`src/design/parity_report_pkg.sv`:
```
package parity_report_pkg;

  // ==========================================================
  // Transaction type encoding
  localparam logic [1:0] XACT_READ = 2'h0;
  localparam logic [1:0] XACT_POSTED_WR = 2'h1;
  localparam logic [1:0] XACT_DELAYED_WR = 2'h2;

  // ==========================================================
  // Direction and bus encoding
  localparam logic DIR_DOWNSTREAM = 1'h0;
  localparam logic DIR_UPSTREAM = 1'h1;
  localparam logic BUS_UPSTREAM_SIDE = 1'h0;
  localparam logic BUS_DOWNSTREAM_SIDE = 1'h1;

  // ==========================================================
  // Reset values
  localparam logic FLAG_RESET = 1'h0;
  localparam logic PERR_IDLE_N = 1'h1;

  // ==========================================================
  // Error line output enable levels (low while driving)
  localparam logic OE_DRIVE_N = 1'h0;
  localparam logic OE_RELEASE_N = 1'h1;

endpackage

```
`src/design/parity_report.sv`:
```
`timescale 1ns/1ps

// How it works
// Upstream flag only when mastering upstream bus
// Upstream flag needs upstream response enable
// Upstream flag on sampled error line or mismatch
// Downstream flag only when mastering downstream bus
// Downstream flag needs downstream response enable
// Downstream flag on sampled line or mismatch
// Upstream error out for write target/read initiator
// Upstream error out needs upstream response enable
// Upstream out on own error or forwarded delayed-write error
// Downstream error out mirrors upstream rules
// Flags stay set until write-one clear
module parity_report
(
  // Clock and reset
  input wire logic i_ref_clk,
  input wire logic i_nrst,
  // Transaction in progress, one-cycle error event
  input wire logic i_err_valid,
  input wire logic [1:0] i_xact_type,
  input wire logic i_direction,
  input wire logic i_err_bus,
  input wire logic i_parity_mismatch,
  // Response enables
  input wire logic i_up_perr_resp_en,
  input wire logic i_dn_perr_resp_en,
  // Parity error lines seen at the pins
  input wire logic i_upstream_side_parity_err_n,
  input wire logic i_downstream_side_parity_err_n,
  // Software write-one clear
  input wire logic i_up_mdpe_clr,
  input wire logic i_dn_mdpe_clr,
  // Status flags
  output logic o_up_mdpe,
  output logic o_dn_mdpe,
  // Driven parity error lines
  output logic o_upstream_side_parity_err_n,
  output logic o_upstream_side_parity_err_oe_n,
  output logic o_downstream_side_parity_err_n,
  output logic o_downstream_side_parity_err_oe_n
);

  // ==========================================================
  // Pin synchronisers
  logic up_line_meta_q;
  logic up_line_sync_q;
  logic dn_line_meta_q;
  logic dn_line_sync_q;
  logic up_line_meta_d;
  logic up_line_sync_d;
  logic dn_line_meta_d;
  logic dn_line_sync_d;

  // Next values of the two-stage synchronisers
  always_comb
  begin
    up_line_meta_d = i_upstream_side_parity_err_n;
    up_line_sync_d = up_line_meta_q;
    dn_line_meta_d = i_downstream_side_parity_err_n;
    dn_line_sync_d = dn_line_meta_q;
  end

  // Synchroniser registers
  always_ff @(posedge i_ref_clk)
  begin
    if (!i_nrst)
    begin
      up_line_meta_q <= parity_report_pkg::PERR_IDLE_N;
      up_line_sync_q <= parity_report_pkg::PERR_IDLE_N;
      dn_line_meta_q <= parity_report_pkg::PERR_IDLE_N;
      dn_line_sync_q <= parity_report_pkg::PERR_IDLE_N;
    end
    else
    begin
      up_line_meta_q <= up_line_meta_d;
      up_line_sync_q <= up_line_sync_d;
      dn_line_meta_q <= dn_line_meta_d;
      dn_line_sync_q <= dn_line_sync_d;
    end
  end

  // ==========================================================
  // Transaction decode
  logic is_read;
  logic is_posted;
  logic is_delayed;
  logic up_err;
  logic dn_err;
  logic master_up;
  logic master_dn;
  logic target_up;
  logic target_dn;
  logic up_seen;
  logic dn_seen;

  // Role of the bridge on each bus and the error bus
  always_comb
  begin
    is_read = (i_xact_type == parity_report_pkg::XACT_READ);
    is_posted = (i_xact_type == parity_report_pkg::XACT_POSTED_WR);
    is_delayed = (i_xact_type == parity_report_pkg::XACT_DELAYED_WR);
    up_err = i_err_valid && (i_err_bus == parity_report_pkg::BUS_UPSTREAM_SIDE);
    dn_err = i_err_valid && (i_err_bus == parity_report_pkg::BUS_DOWNSTREAM_SIDE);
    // Master upstream: upstream read, posted write or delayed write
    master_up = (i_direction == parity_report_pkg::DIR_UPSTREAM)
                && (is_read || is_posted || is_delayed);
    master_dn = (i_direction == parity_report_pkg::DIR_DOWNSTREAM)
                && (is_read || is_posted || is_delayed);
    // Write target or read initiator on the upstream bus
    // Only real write codes count, so the unused type code never asserts a line
    target_up = ((i_direction == parity_report_pkg::DIR_DOWNSTREAM)
                 && (is_posted || is_delayed))
                || ((i_direction == parity_report_pkg::DIR_UPSTREAM) && is_read);
    target_dn = ((i_direction == parity_report_pkg::DIR_UPSTREAM)
                 && (is_posted || is_delayed))
                || ((i_direction == parity_report_pkg::DIR_DOWNSTREAM) && is_read);
    // Error line seen low or own mismatch
    up_seen = !up_line_sync_q || i_parity_mismatch;
    dn_seen = !dn_line_sync_q || i_parity_mismatch;
  end

  // ==========================================================
  // Master data parity flags
  logic up_mdpe_q;
  logic dn_mdpe_q;
  logic up_mdpe_d;
  logic dn_mdpe_d;
  logic up_set;
  logic dn_set;

  // Set wins over the write-one clear
  always_comb
  begin
    up_set = up_err && master_up && i_up_perr_resp_en && up_seen;
    dn_set = dn_err && master_dn && i_dn_perr_resp_en && dn_seen;
    up_mdpe_d = up_set || (up_mdpe_q && !i_up_mdpe_clr);
    dn_mdpe_d = dn_set || (dn_mdpe_q && !i_dn_mdpe_clr);
  end

  // Flag registers
  always_ff @(posedge i_ref_clk)
  begin
    if (!i_nrst)
    begin
      up_mdpe_q <= parity_report_pkg::FLAG_RESET;
      dn_mdpe_q <= parity_report_pkg::FLAG_RESET;
    end
    else
    begin
      up_mdpe_q <= up_mdpe_d;
      dn_mdpe_q <= dn_mdpe_d;
    end
  end

  // ==========================================================
  // Driven parity error lines
  logic up_perr_n_q;
  logic dn_perr_n_q;
  logic up_perr_n_d;
  logic dn_perr_n_d;
  logic up_assert;
  logic dn_assert;
  logic line_oe_n_q;
  logic line_oe_n_d;

  // Assert on own error as target/initiator, or forwarded delayed-write error
  always_comb
  begin
    up_assert = i_up_perr_resp_en
                && ((up_err && target_up && i_parity_mismatch)
                    || (dn_err && is_delayed
                        && (i_direction == parity_report_pkg::DIR_DOWNSTREAM)
                        && !dn_line_sync_q && i_dn_perr_resp_en));
    dn_assert = i_dn_perr_resp_en
                && ((dn_err && target_dn && i_parity_mismatch)
                    || (up_err && is_delayed
                        && (i_direction == parity_report_pkg::DIR_UPSTREAM)
                        && !up_line_sync_q && i_up_perr_resp_en));
    up_perr_n_d = up_assert ? !parity_report_pkg::PERR_IDLE_N : parity_report_pkg::PERR_IDLE_N;
    dn_perr_n_d = dn_assert ? !parity_report_pkg::PERR_IDLE_N : parity_report_pkg::PERR_IDLE_N;
    line_oe_n_d = parity_report_pkg::OE_DRIVE_N;
  end

  // Output line registers
  always_ff @(posedge i_ref_clk)
  begin
    if (!i_nrst)
    begin
      up_perr_n_q <= parity_report_pkg::PERR_IDLE_N;
      dn_perr_n_q <= parity_report_pkg::PERR_IDLE_N;
      line_oe_n_q <= parity_report_pkg::OE_DRIVE_N;
    end
    else
    begin
      up_perr_n_q <= up_perr_n_d;
      dn_perr_n_q <= dn_perr_n_d;
      line_oe_n_q <= line_oe_n_d;
    end
  end

  // Drive lines constantly; idle level is high
  assign o_up_mdpe = up_mdpe_q;
  assign o_dn_mdpe = dn_mdpe_q;
  assign o_upstream_side_parity_err_n = up_perr_n_q;
  assign o_upstream_side_parity_err_oe_n = line_oe_n_q;
  assign o_downstream_side_parity_err_n = dn_perr_n_q;
  assign o_downstream_side_parity_err_oe_n = line_oe_n_q;

  // ==========================================================
  // Checks
  a_up_flag_cause: assert property (@(posedge i_ref_clk) disable iff (!i_nrst)
    $rose(up_mdpe_q) |-> $past(master_up && i_up_perr_resp_en && up_err))
    else $error("upstream flag set without cause");
  a_up_flag_enable: assert property (@(posedge i_ref_clk) disable iff (!i_nrst)
    (up_err && master_up && !i_up_perr_resp_en && !up_mdpe_q && !i_up_mdpe_clr)
    |=> !up_mdpe_q)
    else $error("upstream flag set while disabled");
  a_up_flag_trigger: assert property (@(posedge i_ref_clk) disable iff (!i_nrst)
    (up_err && master_up && i_up_perr_resp_en && i_parity_mismatch) |=> up_mdpe_q)
    else $error("upstream flag missed");
  a_dn_flag_cause: assert property (@(posedge i_ref_clk) disable iff (!i_nrst)
    $rose(dn_mdpe_q) |-> $past(master_dn && dn_err))
    else $error("downstream flag set without cause");
  a_dn_flag_enable: assert property (@(posedge i_ref_clk) disable iff (!i_nrst)
    $rose(dn_mdpe_q) |-> $past(i_dn_perr_resp_en))
    else $error("downstream flag set while disabled");
  a_dn_flag_trigger: assert property (@(posedge i_ref_clk) disable iff (!i_nrst)
    (dn_err && master_dn && i_dn_perr_resp_en && i_parity_mismatch) |=> dn_mdpe_q)
    else $error("downstream flag missed");
  a_up_line_role: assert property (@(posedge i_ref_clk) disable iff (!i_nrst)
    (up_err && target_up && i_parity_mismatch && i_up_perr_resp_en)
    |=> !o_upstream_side_parity_err_n)
    else $error("upstream line not asserted");
  a_up_line_enable: assert property (@(posedge i_ref_clk) disable iff (!i_nrst)
    !o_upstream_side_parity_err_n |-> $past(i_up_perr_resp_en))
    else $error("upstream line asserted while disabled");
  a_dn_line_enable: assert property (@(posedge i_ref_clk) disable iff (!i_nrst)
    !o_downstream_side_parity_err_n |-> $past(i_dn_perr_resp_en))
    else $error("downstream line asserted while disabled");
  a_flag_hold: assert property (@(posedge i_ref_clk) disable iff (!i_nrst)
    (up_mdpe_q && !i_up_mdpe_clr) |=> up_mdpe_q)
    else $error("upstream flag dropped");

endmodule

```
`config.mk`:
```
export PLATFORM = sky130hd
export DESIGN_NAME = parity_report
export DESIGN_NICKNAME = d
export VERILOG_FILES = /design/src/design/parity_report_pkg.sv /design/src/design/parity_report.sv
export SDC_FILE = /design/constraint.sdc
export NUM_CORES = 1
export LEC_CHECK = 0
export ABC_CLOCK_PERIOD_IN_PS = 1200
export BUFFER_PORTS_ARGS = -buffer_cell sky130_fd_sc_hd__buf_4
export CAP_MARGIN = 20
export CORE_AREA = 2 2 39 41
export CTS_CLUSTER_SIZE = 30
export DETAILED_ROUTE_END_ITERATION = 12
export DIE_AREA = 0 0 41 43
export GPL_ROUTABILITY_DRIVEN = 0
export PLACE_DENSITY_LB_ADDON = 0.05
export REMOVE_ABC_BUFFERS = 1
export SETUP_SLACK_MARGIN = 0.05
export SYNTH_ARGS = -nofsm -noshare
export SYNTH_HDL_FRONTEND = slang
export SYNTH_SLANG_ARGS = --single-unit
```
`constraint.sdc`:
```
create_clock -name i_ref_clk -period 1.2 [get_ports i_ref_clk]
set_input_delay 0.06 -clock i_ref_clk [delete_from_list [all_inputs] [get_ports i_ref_clk]]
set_output_delay 0.06 -clock i_ref_clk [all_outputs]
set_load 0.005 [all_outputs]
```
* Word level (Yosys, flattened, before mapping)
Index checks and enable logic that the tools add are counted.
Storage, ports and cells: register bits after elaboration 8, bits of input ports 14, output and inout port bits 6
Operators by class: eq/ne operators 2, multiplexer cells 2, bitwise gates (word level) 2, reduce and logical (&&, ||, !) cells 46
Operator list (count):
- logical AND 1 bit | 30
- logical OR 1 bit | 11
- zero test 1 bit | 4
- == test 2 x 1 -> 1 bit, second input constant | 1
- == test 2 bit, second input constant | 1
- zero test 2 bit | 1
- 2-to-1 mux 1 bit | 2
- NOT 1 bit | 2

* Longest topological paths before layout
Gate-level depths: netlist (run 1).
depth in word-level cells 9, gate-level depth with buffers 5

* Worst setup path before layout (run 1)
No wires, ideal clock.
kind register to register, start register dn_line_sync_q, end register dn_mdpe_q (netlist: o_dn_mdpe), setup time 0.059 ns, arrival 0.713 ns, data required time 1.141 ns, setup slack 0.428 ns, stages on the path, launching flop included 4, path buffers 0, period minus slack after synthesis 0.772 ns, cells stage by stage dfxtp_1 > nor2b_1 > o32ai_1 > and2_1
Between the ends: longest elaborated chain between the ends 4
Ends and longest elaborated chain:
- from (decl) | line parity_report.sv:50 | logic dn_line_sync_q;
- from (signal assigned) | line parity_report.sv:73 | dn_line_sync_q <= parity_report_pkg::PERR_IDLE_N;
- from (signal assigned) | line parity_report.sv:80 | dn_line_sync_q <= dn_line_sync_d;
- zero test 1 bit | line parity_report.sv:121 | dn_seen = !dn_line_sync_q || i_parity_mismatch;
- logical OR 1 bit | line parity_report.sv:121
- logical AND 1 bit | line parity_report.sv:137 | dn_set = dn_err && master_dn && i_dn_perr_resp_en && dn_seen;
- logical OR 1 bit | line parity_report.sv:139 | dn_mdpe_d = dn_set || (dn_mdpe_q && !i_dn_mdpe_clr);
- to (signal assigned) | line parity_report.sv:148 | dn_mdpe_q <= parity_report_pkg::FLAG_RESET;
- to (signal assigned) | line parity_report.sv:153 | dn_mdpe_q <= dn_mdpe_d;
- to (decl) | line parity_report.sv:127 | logic dn_mdpe_q;
No other way between the ends. A chain may end at the register's enable or synchronous reset.

* Final worst setup path (run 1)
Same ends and word-level chain as after synthesis.

==> run summary, run 1 <==
Outcome: complete, no violations
Die H: 43 um
Synth area leaders: dfxtp_1 42%, ha_1 9.9%, o32ai_1 9.2%
First-pass GRT wire length: 1166 um
Crit path required time: 1390 ps
Top routing layer in use: met3
Fraction of post-synthesis cell area in the top cell type by area: 42.11%
Design area: 559.3 um^2
Final setup violation count: 0
Data arrival, critical path: 1050 ps
Routed WL: 756 um
Commonest non-fill, non-tap cell in the layout: buf_4
Startpoint types: register
Crit end category: register
Pre-CTS setup slack: 237.1 ps
Post-synthesis sequential area ratio: 42.11%
Die width: 41 um
Dominant cell type by area after synthesis: dfxtp_1
Hold-critical path depth: 2
Total gr overflow: 0
Synth warn: 0
HP Class: input port to register
I/O pins: 20
DRC: 0
Final #Nets: 79
Mean Syn Cell Area: 9.753 um^2
Routed wl met3: 90 um
Input/output buffers: 17
Clk Latency, worst-skew pair: 250 ps
Antenna cells: 0
Area of the mapped netlist: 380.4 um^2
Layout cells sized above 1: 33.33%
Drt pass-1 iters: 2
Setup Skew: 5.429 ps
Metal2 WL: 366 um
Slew Limit Fails: 0
CORE AREA: 1384 um^2
Synth Register Bits: 8
R2R cell count: 3
Max Buffers Root-to-Sink: 2
M1 wire length: 299 um
Highest clock rate: 1.166 GHz
Area growth, synth to finish: 47.04%
Clock Tree Root: clkbuf_4
Routed Antenna Nets: 0
Routed wire length per instance: 9.947 um
Via count: 343
Sink Count: 8
Initial Util: 27.49%
Clock Pin Slew Worst Setup and Hold Paths: 50 ps
Post-synthesis instance total: 39
CP Max Fanout: 2
Site row count: 14
GR Util All Layers: 9.768%
Critical path type: register to register
Max VDD drop: 0.6745 mV
Library cells used by synthesis: 13
P_leak: 0.2514 nW
Worst setup margin: 342.3 ps
Avg Vias per Cell: 4.513
DP Area: 516.7 um^2
Final min period: 857.7 ps
RSZ-0062 raised after global routing: false
Vias in the first global route: 319
Final Hold Viols: 0
MaxCap Viol Count: 0
Power Density: 1002 nW/um^2
Filler cells: 146
Final setup TNS: 0 ps
Most frequent cells in the layout: 17 x buf_4, 8 x dfxtp_1, 5 x inv_1
Die area: 1763 um^2
DP Wirelength: 608.6 um
Initial antenna violation count: 0
DRT iter0 DRCs: 5
Total CTS buffers: 3
Largest net degree at the start of global routing: 9
CTS tree: yes
H-tree depth: 1
Period utilization: 71.48%
synthesized netlist by cell type:
cell,number
nand3b_1,1
ha_1,3
buf_4,2
mux2i_1,2
nor2b_1,2
nand2b_1,4
and2_1,2
inv_1,5
conb_1,1
nand4b_1,2
o32ai_1,4
dfxtp_1,8
nand3_1,3
path summary, 6_finish.rpt:
path	slack, ps	from	end
max	340	dn_line_sync_q	o_dn_mdpe
max reg2reg	340	dn_line_sync_q	o_dn_mdpe
min	2	i_up_perr_resp_en	o_upstream_side_parity_err_n
min reg2reg	400	dn_line_meta_q	dn_line_sync_q
layout make-up:
type | count | area, um^2 | share of cell area [%]
Multi-Input combinational cell | 25 | 190.2 | 34.00
Sequential cell | 8 | 160.2 | 28.64
Clock buffer | 3 | 22.52 | 4.027
Tap cell | 16 | 20.02 | 3.579
Timing Repair Buffer | 19 | 147.6 | 26.40
Inverter | 5 | 18.77 | 3.356
through the flow:
stage	utilization [%]	total power, mW	hold WS [ps]	cells
after CTS	40.42	0.5678	3.692	76
after global routing	40.42	0.5887	8.588	76
after detailed placement	37.34	0.3622	246.4	71
after floorplan	-	0.3114	131.8	38
after global placement	37.34	0.3599	243.4	71
final	40.42	0.5601	2.061	76
registers in the layout (all words and copies together), names as in the netlist:
signal / cells
o_up_mdpe: 1
o_upstream_side_parity_err_n: 1
dn_line_sync_q: 1
o_dn_mdpe: 1
up_line_sync_q: 1
up_line_meta_q: 1
o_downstream_side_parity_err_n: 1
dn_line_meta_q: 1
kinds of logic after synthesis:
logic type                 share of synthesized area, %
other                                            0.9859
muxes                                             5.263
DFF                                               42.10
and+or+nand+nor                                   23.68
AOI/OAI and AO/OA                                 9.210
adders and majority gates                         9.869
buffers and inverters                             8.881
what timing repair did:
item / in CTS / in global routing
gates resized for setup: 0 / 0
hold buffers: 2 / 0
hold endpoints to repair: 2 / 0
setup buffers: 0 / 0
worst max-delay path: stages, from the launching register on:
cell,delay (ps)
dfxtp_1,310
nor2b_1,130
o32ai_1,210
and2_1,150
report_power, final:
part / internal (mW) / switching (mW) / total [mW]
sequential: 0.274 / 0.00247 / 0.276
combinational: 0.0520 / 0.0337 / 0.0857
clock: 0.114 / 0.0842 / 0.198
total: 0.440 / 0.120 / 0.560
layer usage:
metal	GRT usage [%]	vias to the layer above
li1	-	175
met1	9.740	152
met2	16.25	16
met3	6.283	0
met4	2.000	0
met5	0	-
(Power assumes the default switching activity.)
==> run 2, diff against run 1 <==
--- a/config.mk
+++ b/config.mk
@@ -5,7 +5,7 @@
 export SDC_FILE = /design/constraint.sdc
 export NUM_CORES = 1
 export LEC_CHECK = 0
-export ABC_CLOCK_PERIOD_IN_PS = 1200
+export ABC_CLOCK_PERIOD_IN_PS = 800
 export BUFFER_PORTS_ARGS = -buffer_cell sky130_fd_sc_hd__buf_4
 export CAP_MARGIN = 20
 export CORE_AREA = 2 2 39 41
==> constraint.sdc (replaced) <==
create_clock -name i_ref_clk -period 0.8 [get_ports i_ref_clk]
set_input_delay 0.04 -clock i_ref_clk [delete_from_list [all_inputs] [get_ports i_ref_clk]]
set_output_delay 0.04 -clock i_ref_clk [all_outputs]
set_load 0.005 [all_outputs]
==> run 2 against run 1 <==
The flow now finishes with violations (negative setup slack). Utilization increased by 3.8 points. Critical path type unchanged. Largest cell class unchanged. Hold slack better by 19 ps. Sequential share of layout area down 2.1 points. Critical endpoint unchanged. Fmax up 0.36%. Final cell count grew 3.9%. Cell area is 9.4% higher. Largest power group unchanged.
==> run summary, run 2 (same netlist as run 1, synthesis figures left out) <==
Worst R2R Setup Slack: -50 ps
Die H: 43 um
Data arrival, critical path: 1050 ps
Antenna cells: 0
Combinational share of power: 17.7%
R2R cell count: 3
Max Buffers Root-to-Sink: 2
Final #Nets: 82
R2R Path End: o_dn_mdpe
Via count: 355
Worst R2R Start: dn_line_sync_q
Worst setup margin: -54.64 ps
MaxCap Viol Count: 0
Crit path to: o_dn_mdpe
Finished Core Util: 44.21%
Setup Skew: 2.568 ps
M1 wire length: 331 um
Input/output buffers: 17
Area growth, synth to finish: 60.86%
Vias in the first global route: 351
Clock power share: 33.8%
P_leak: 0.2751 nW
Final setup violation count: 2
Initial antenna violation count: 0
Clock Tree Root: clkbuf_4
Final hold slack: 21.14 ps
DRT iter0 DRCs: 1
Crit end category: register
Failing checks: negative setup slack
Post-CTS Setup Bufs: 0
Die width: 41 um
DP Area: 524.3 um^2
Commonest non-fill, non-tap cell in the layout: buf_4
Critical path type: register to register
Power Total: 857.7 uW
CORE AREA: 1384 um^2
Max VDD drop: 0.8794 mV
Total CTS buffers: 3
H-tree depth: 1
Sink Count: 8
Final setup TNS: -68.26 ps
Final Hold Viols: 0
Crit path required time: 990 ps
CP Max Fanout: 2
DRC: 0
Post-Layout Cell Count: 79
Critical path startpoint: dn_line_sync_q
HP Class: input port to register
Filler cells: 147
First-pass GRT wire length: 1304 um
Clk Latency, worst-skew pair: 240 ps
Outcome: finished, violations left
Metal2 WL: 411 um
Avg Vias per Cell: 4.494
DP Wirelength: 661.4 um
Period utilization: 106.8%
I/O pins: 20
Site row count: 14
Startpoint types: register
Initial Util: 27.49%
Largest net degree at the start of global routing: 9
Switching share of total power: 21.26%
Flop pwr share: 48.5%
CTS tree: yes
Routed wl met3: 100 um
Internal power: 675.3 uW
P_sw: 182.3 uW
RSZ-0062 raised after global routing: true
Layout cells sized above 1: 41.27%
Power Density: 1402 nW/um^2
Routed wire length per instance: 10.75 um
Routed Antenna Nets: 0
Die area: 1763 um^2
Total gr overflow: 0
Pre-CTS setup slack: -146.5 ps
Clock Pin Slew Worst Setup and Hold Paths: 50 ps
Top routing layer in use: met4
Final min period: 854.6 ps
Slew Limit Fails: 0
Highest clock rate: 1.170 GHz
Routed WL: 849 um
Design area: 611.8 um^2
Most frequent cells in the layout: 18 x buf_4, 6 x dfxtp_1, 5 x inv_1
Dpl cells: 72
Drt pass-1 iters: 2
GR Util All Layers: 10.89%
run 2: layout make-up:
cell class	instances	area (um^2)	area share [%]
Inverter	5	18.77	3.067
Sequential cell	8	162.7	26.58
Multi-Input combinational cell	25	212.7	34.76
Timing Repair Buffer	22	175.2	28.63
Clock buffer	3	22.52	3.681
Tap cell	16	20.02	3.272
run 2: per-layer routing:
| metal | vias up | GRT usage (%) |
|---|---|---|
| met5 | - | 0 |
| met4 | 0 | 4.000 |
| met3 | 2 | 4.712 |
| met2 | 16 | 17.81 |
| met1 | 158 | 11.73 |
| li1 | 179 | - |
run 2: power groups by stage:
stage | logic (mW) | clock network [mW] | registers, mW
finish | 0.152 | 0.290 | 0.416
global route | 0.167 | 0.321 | 0.417
CTS | 0.145 | 0.306 | 0.416
detailed placement | 0.126 | 0 | 0.423
global placement | 0.121 | 0 | 0.423
floorplan | 0.0451 | 0 | 0.422
run 2: what timing repair did:
action / CTS / global route
hold buffers: 4 / 0
endpoints found under the setup margin: 4 / 5
hold endpoints to repair: 4 / 0
pin swaps: 2 / 2
resized for setup: 2 / 3
run 2: critical path, stage by stage, from the launching register on:
cell	delay, ps
dfxtp_2	310
nor2b_1	130
o32ai_1	210
and2_1	150
run 2: worst min path at each step:
stage | start | endpoint | cells past startpoint
final | i_nrst | up_line_sync_q | 2
after detailed placement | i_upstream_side_parity_err_n | up_line_meta_q | 2
after global routing | i_nrst | up_line_sync_q | 2
after global placement | i_downstream_side_parity_err_n | dn_line_meta_q | 2
after floorplan | i_dn_perr_resp_en | o_downstream_side_parity_err_n | 1
after CTS | i_nrst | up_line_sync_q | 2
==> run 3, diff against run 2 <==
--- a/config.mk
+++ b/config.mk
@@ -13,9 +13,9 @@
 export DETAILED_ROUTE_END_ITERATION = 12
 export DIE_AREA = 0 0 41 43
 export GPL_ROUTABILITY_DRIVEN = 0
-export PLACE_DENSITY_LB_ADDON = 0.05
 export REMOVE_ABC_BUFFERS = 1
 export SETUP_SLACK_MARGIN = 0.05
 export SYNTH_ARGS = -nofsm -noshare
 export SYNTH_HDL_FRONTEND = slang
 export SYNTH_SLANG_ARGS = --single-unit
+export TNS_END_PERCENT = 20
==> run 3 against run 2 <==
The run still ends with negative setup slack left. Non-clock buffer count up 1. Utilization fell by 1.2 points. Wire length fell by 4.7%. Clock power up 7.2%. Sequential share of layout area grew 0.52 points. Critical path depth stayed put. First-iteration DRC count rose to 9.0 times the previous value. Fmax grew 3.9%. Worst setup slack improved by 32 ps. Sequential cell count stayed put. Critical path type unchanged. Critical endpoint is now o_up_mdpe. Highest routed layer unchanged.
==> run summary, run 3 (same netlist as run 1, synthesis figures left out) <==
First-pass GRT wire length: 1228 um
HP Class: input port to register
Outcome: finished, violations left
Final Hold Viols: 0
DP Wirelength: 614.2 um
Data arrival, critical path: 1020 ps
Clock Pin Slew Worst Setup and Hold Paths: 60 ps
Final setup violation count: 3
Power Density: 1459 nW/um^2
Commonest non-fill, non-tap cell in the layout: buf_4
Max Buffers Root-to-Sink: 2
Avg Vias per Cell: 4.563
CP Max Fanout: 2
Die width: 41 um
Top routing layer in use: met4
I/O pins: 20
Post-Layout Cell Count: 80
Final min period: 822.9 ps
Dpl cells: 73
Initial antenna violation count: 0
DRC: 0
Routed WL: 809 um
Critical path type: register to register
Instance count on the critical path: 3
Clock Tree Root: clkbuf_4
Worst Path Buf+Inv: 0
Layout cells sized above 1: 35.94%
Post-CTS Setup Bufs: 0
Initial Util: 27.49%
Critical path's top delay family: flip-flops
Area growth, synth to finish: 56.58%
Clk Latency, worst-skew pair: 250 ps
Via count: 365
Routed wl met3: 44 um
Slowest CP cell: dfxtp_1
Most frequent cells in the layout: 19 x buf_4, 7 x dfxtp_1, 5 x inv_1
Largest net degree at the start of global routing: 9
Startpoint types: register
Max VDD drop: 0.8515 mV
Failing checks: negative setup slack
Setup Skew: 2.944 ps
M1 wire length: 320 um
Total CTS buffers: 3
Die H: 43 um
Slew Limit Fails: 0
Worst setup margin: -22.86 ps
Hold-critical path depth: 2
Final #Nets: 83
CORE AREA: 1384 um^2
Input/output buffers: 17
Total gr overflow: 0
Pre-CTS setup slack: -136.2 ps
Site row count: 14
Highest clock rate: 1.215 GHz
Filler cells: 147
Routed wire length per instance: 10.11 um
Power Total: 868.7 uW
H-tree depth: 1
Sink Count: 8
Routed Antenna Nets: 0
Vias in the first global route: 337
Metal2 WL: 437 um
R2R cell count: 3
GR Util All Layers: 10.99%
RSZ-0062 raised after global routing: true
P_leak: 0.2690 nW
Worst stage delay on the critical path: 310 ps
CTS tree: yes
Crit end category: register
DRT iter0 DRCs: 9
Period utilization: 102.9%
Drt pass-1 iters: 3
Antenna cells: 0
Die area: 1763 um^2
MaxCap Viol Count: 0
Worst-path cell chain: nor2b_1 > o32ai_1 > and2_1
Crit path required time: 1000 ps
[run 3: layout make-up]
class                      instances  area (um^2)  share of cell area (%)
tap                               16        20.02                   3.361
sequential                         8        161.4                   27.10
timing repair buffer              23        182.7                   30.67
multi-input combinational         25        190.2                   31.93
clock buffer                       3        22.52                   3.782
inverter                           5        18.77                   3.151
[run 3: report_power, final]
group	switching (mW)	internal [mW]
clock network	0.139	0.172
logic	0.0527	0.0904
registers	0.00370	0.411
total	0.196	0.673
[run 3: final timing paths]
path / startpoint / to / slack [ps]
max: up_line_sync_q / o_up_mdpe / -20
min: i_nrst / dn_line_sync_q / 10
max reg2reg: up_line_sync_q / o_up_mdpe / -20
min reg2reg: up_line_meta_q / up_line_sync_q / 400
[run 3: routing by layer]
layer / up-vias / global-route usage, %
met5: - / 0
met4: 0 / 12.00
met3: 2 / 4.188
met2: 8 / 16.25
met1: 174 / 10.10
li1: 181 / -
[run 3: timing repair]
action | CTS | global route
pin swaps | 0 | 1
gates resized for setup | 0 | 1
hold buffers | 4 | 0
hold endpoints to repair | 4 | 0
endpoints found under the setup margin | 4 | 6
[run 3: stage by stage]
| stage | hold WS (ps) | setup TNS [ps] | utilization (%) | instance area, um^2 |
|---|---|---|---|---|
| final | 10.98 | -58.86 | 43.04 | 595.6 |
| after global routing | 11.73 | -332.9 | 43.04 | 595.6 |
| after CTS | 7.216 | -70.92 | 42.95 | 594.3 |
| after detailed placement | 227.1 | -272.6 | 38.43 | 531.8 |
| after global placement | 223.1 | -275.0 | 38.43 | 531.8 |
| after floorplan | 111.8 | 0 | - | 369.1 |
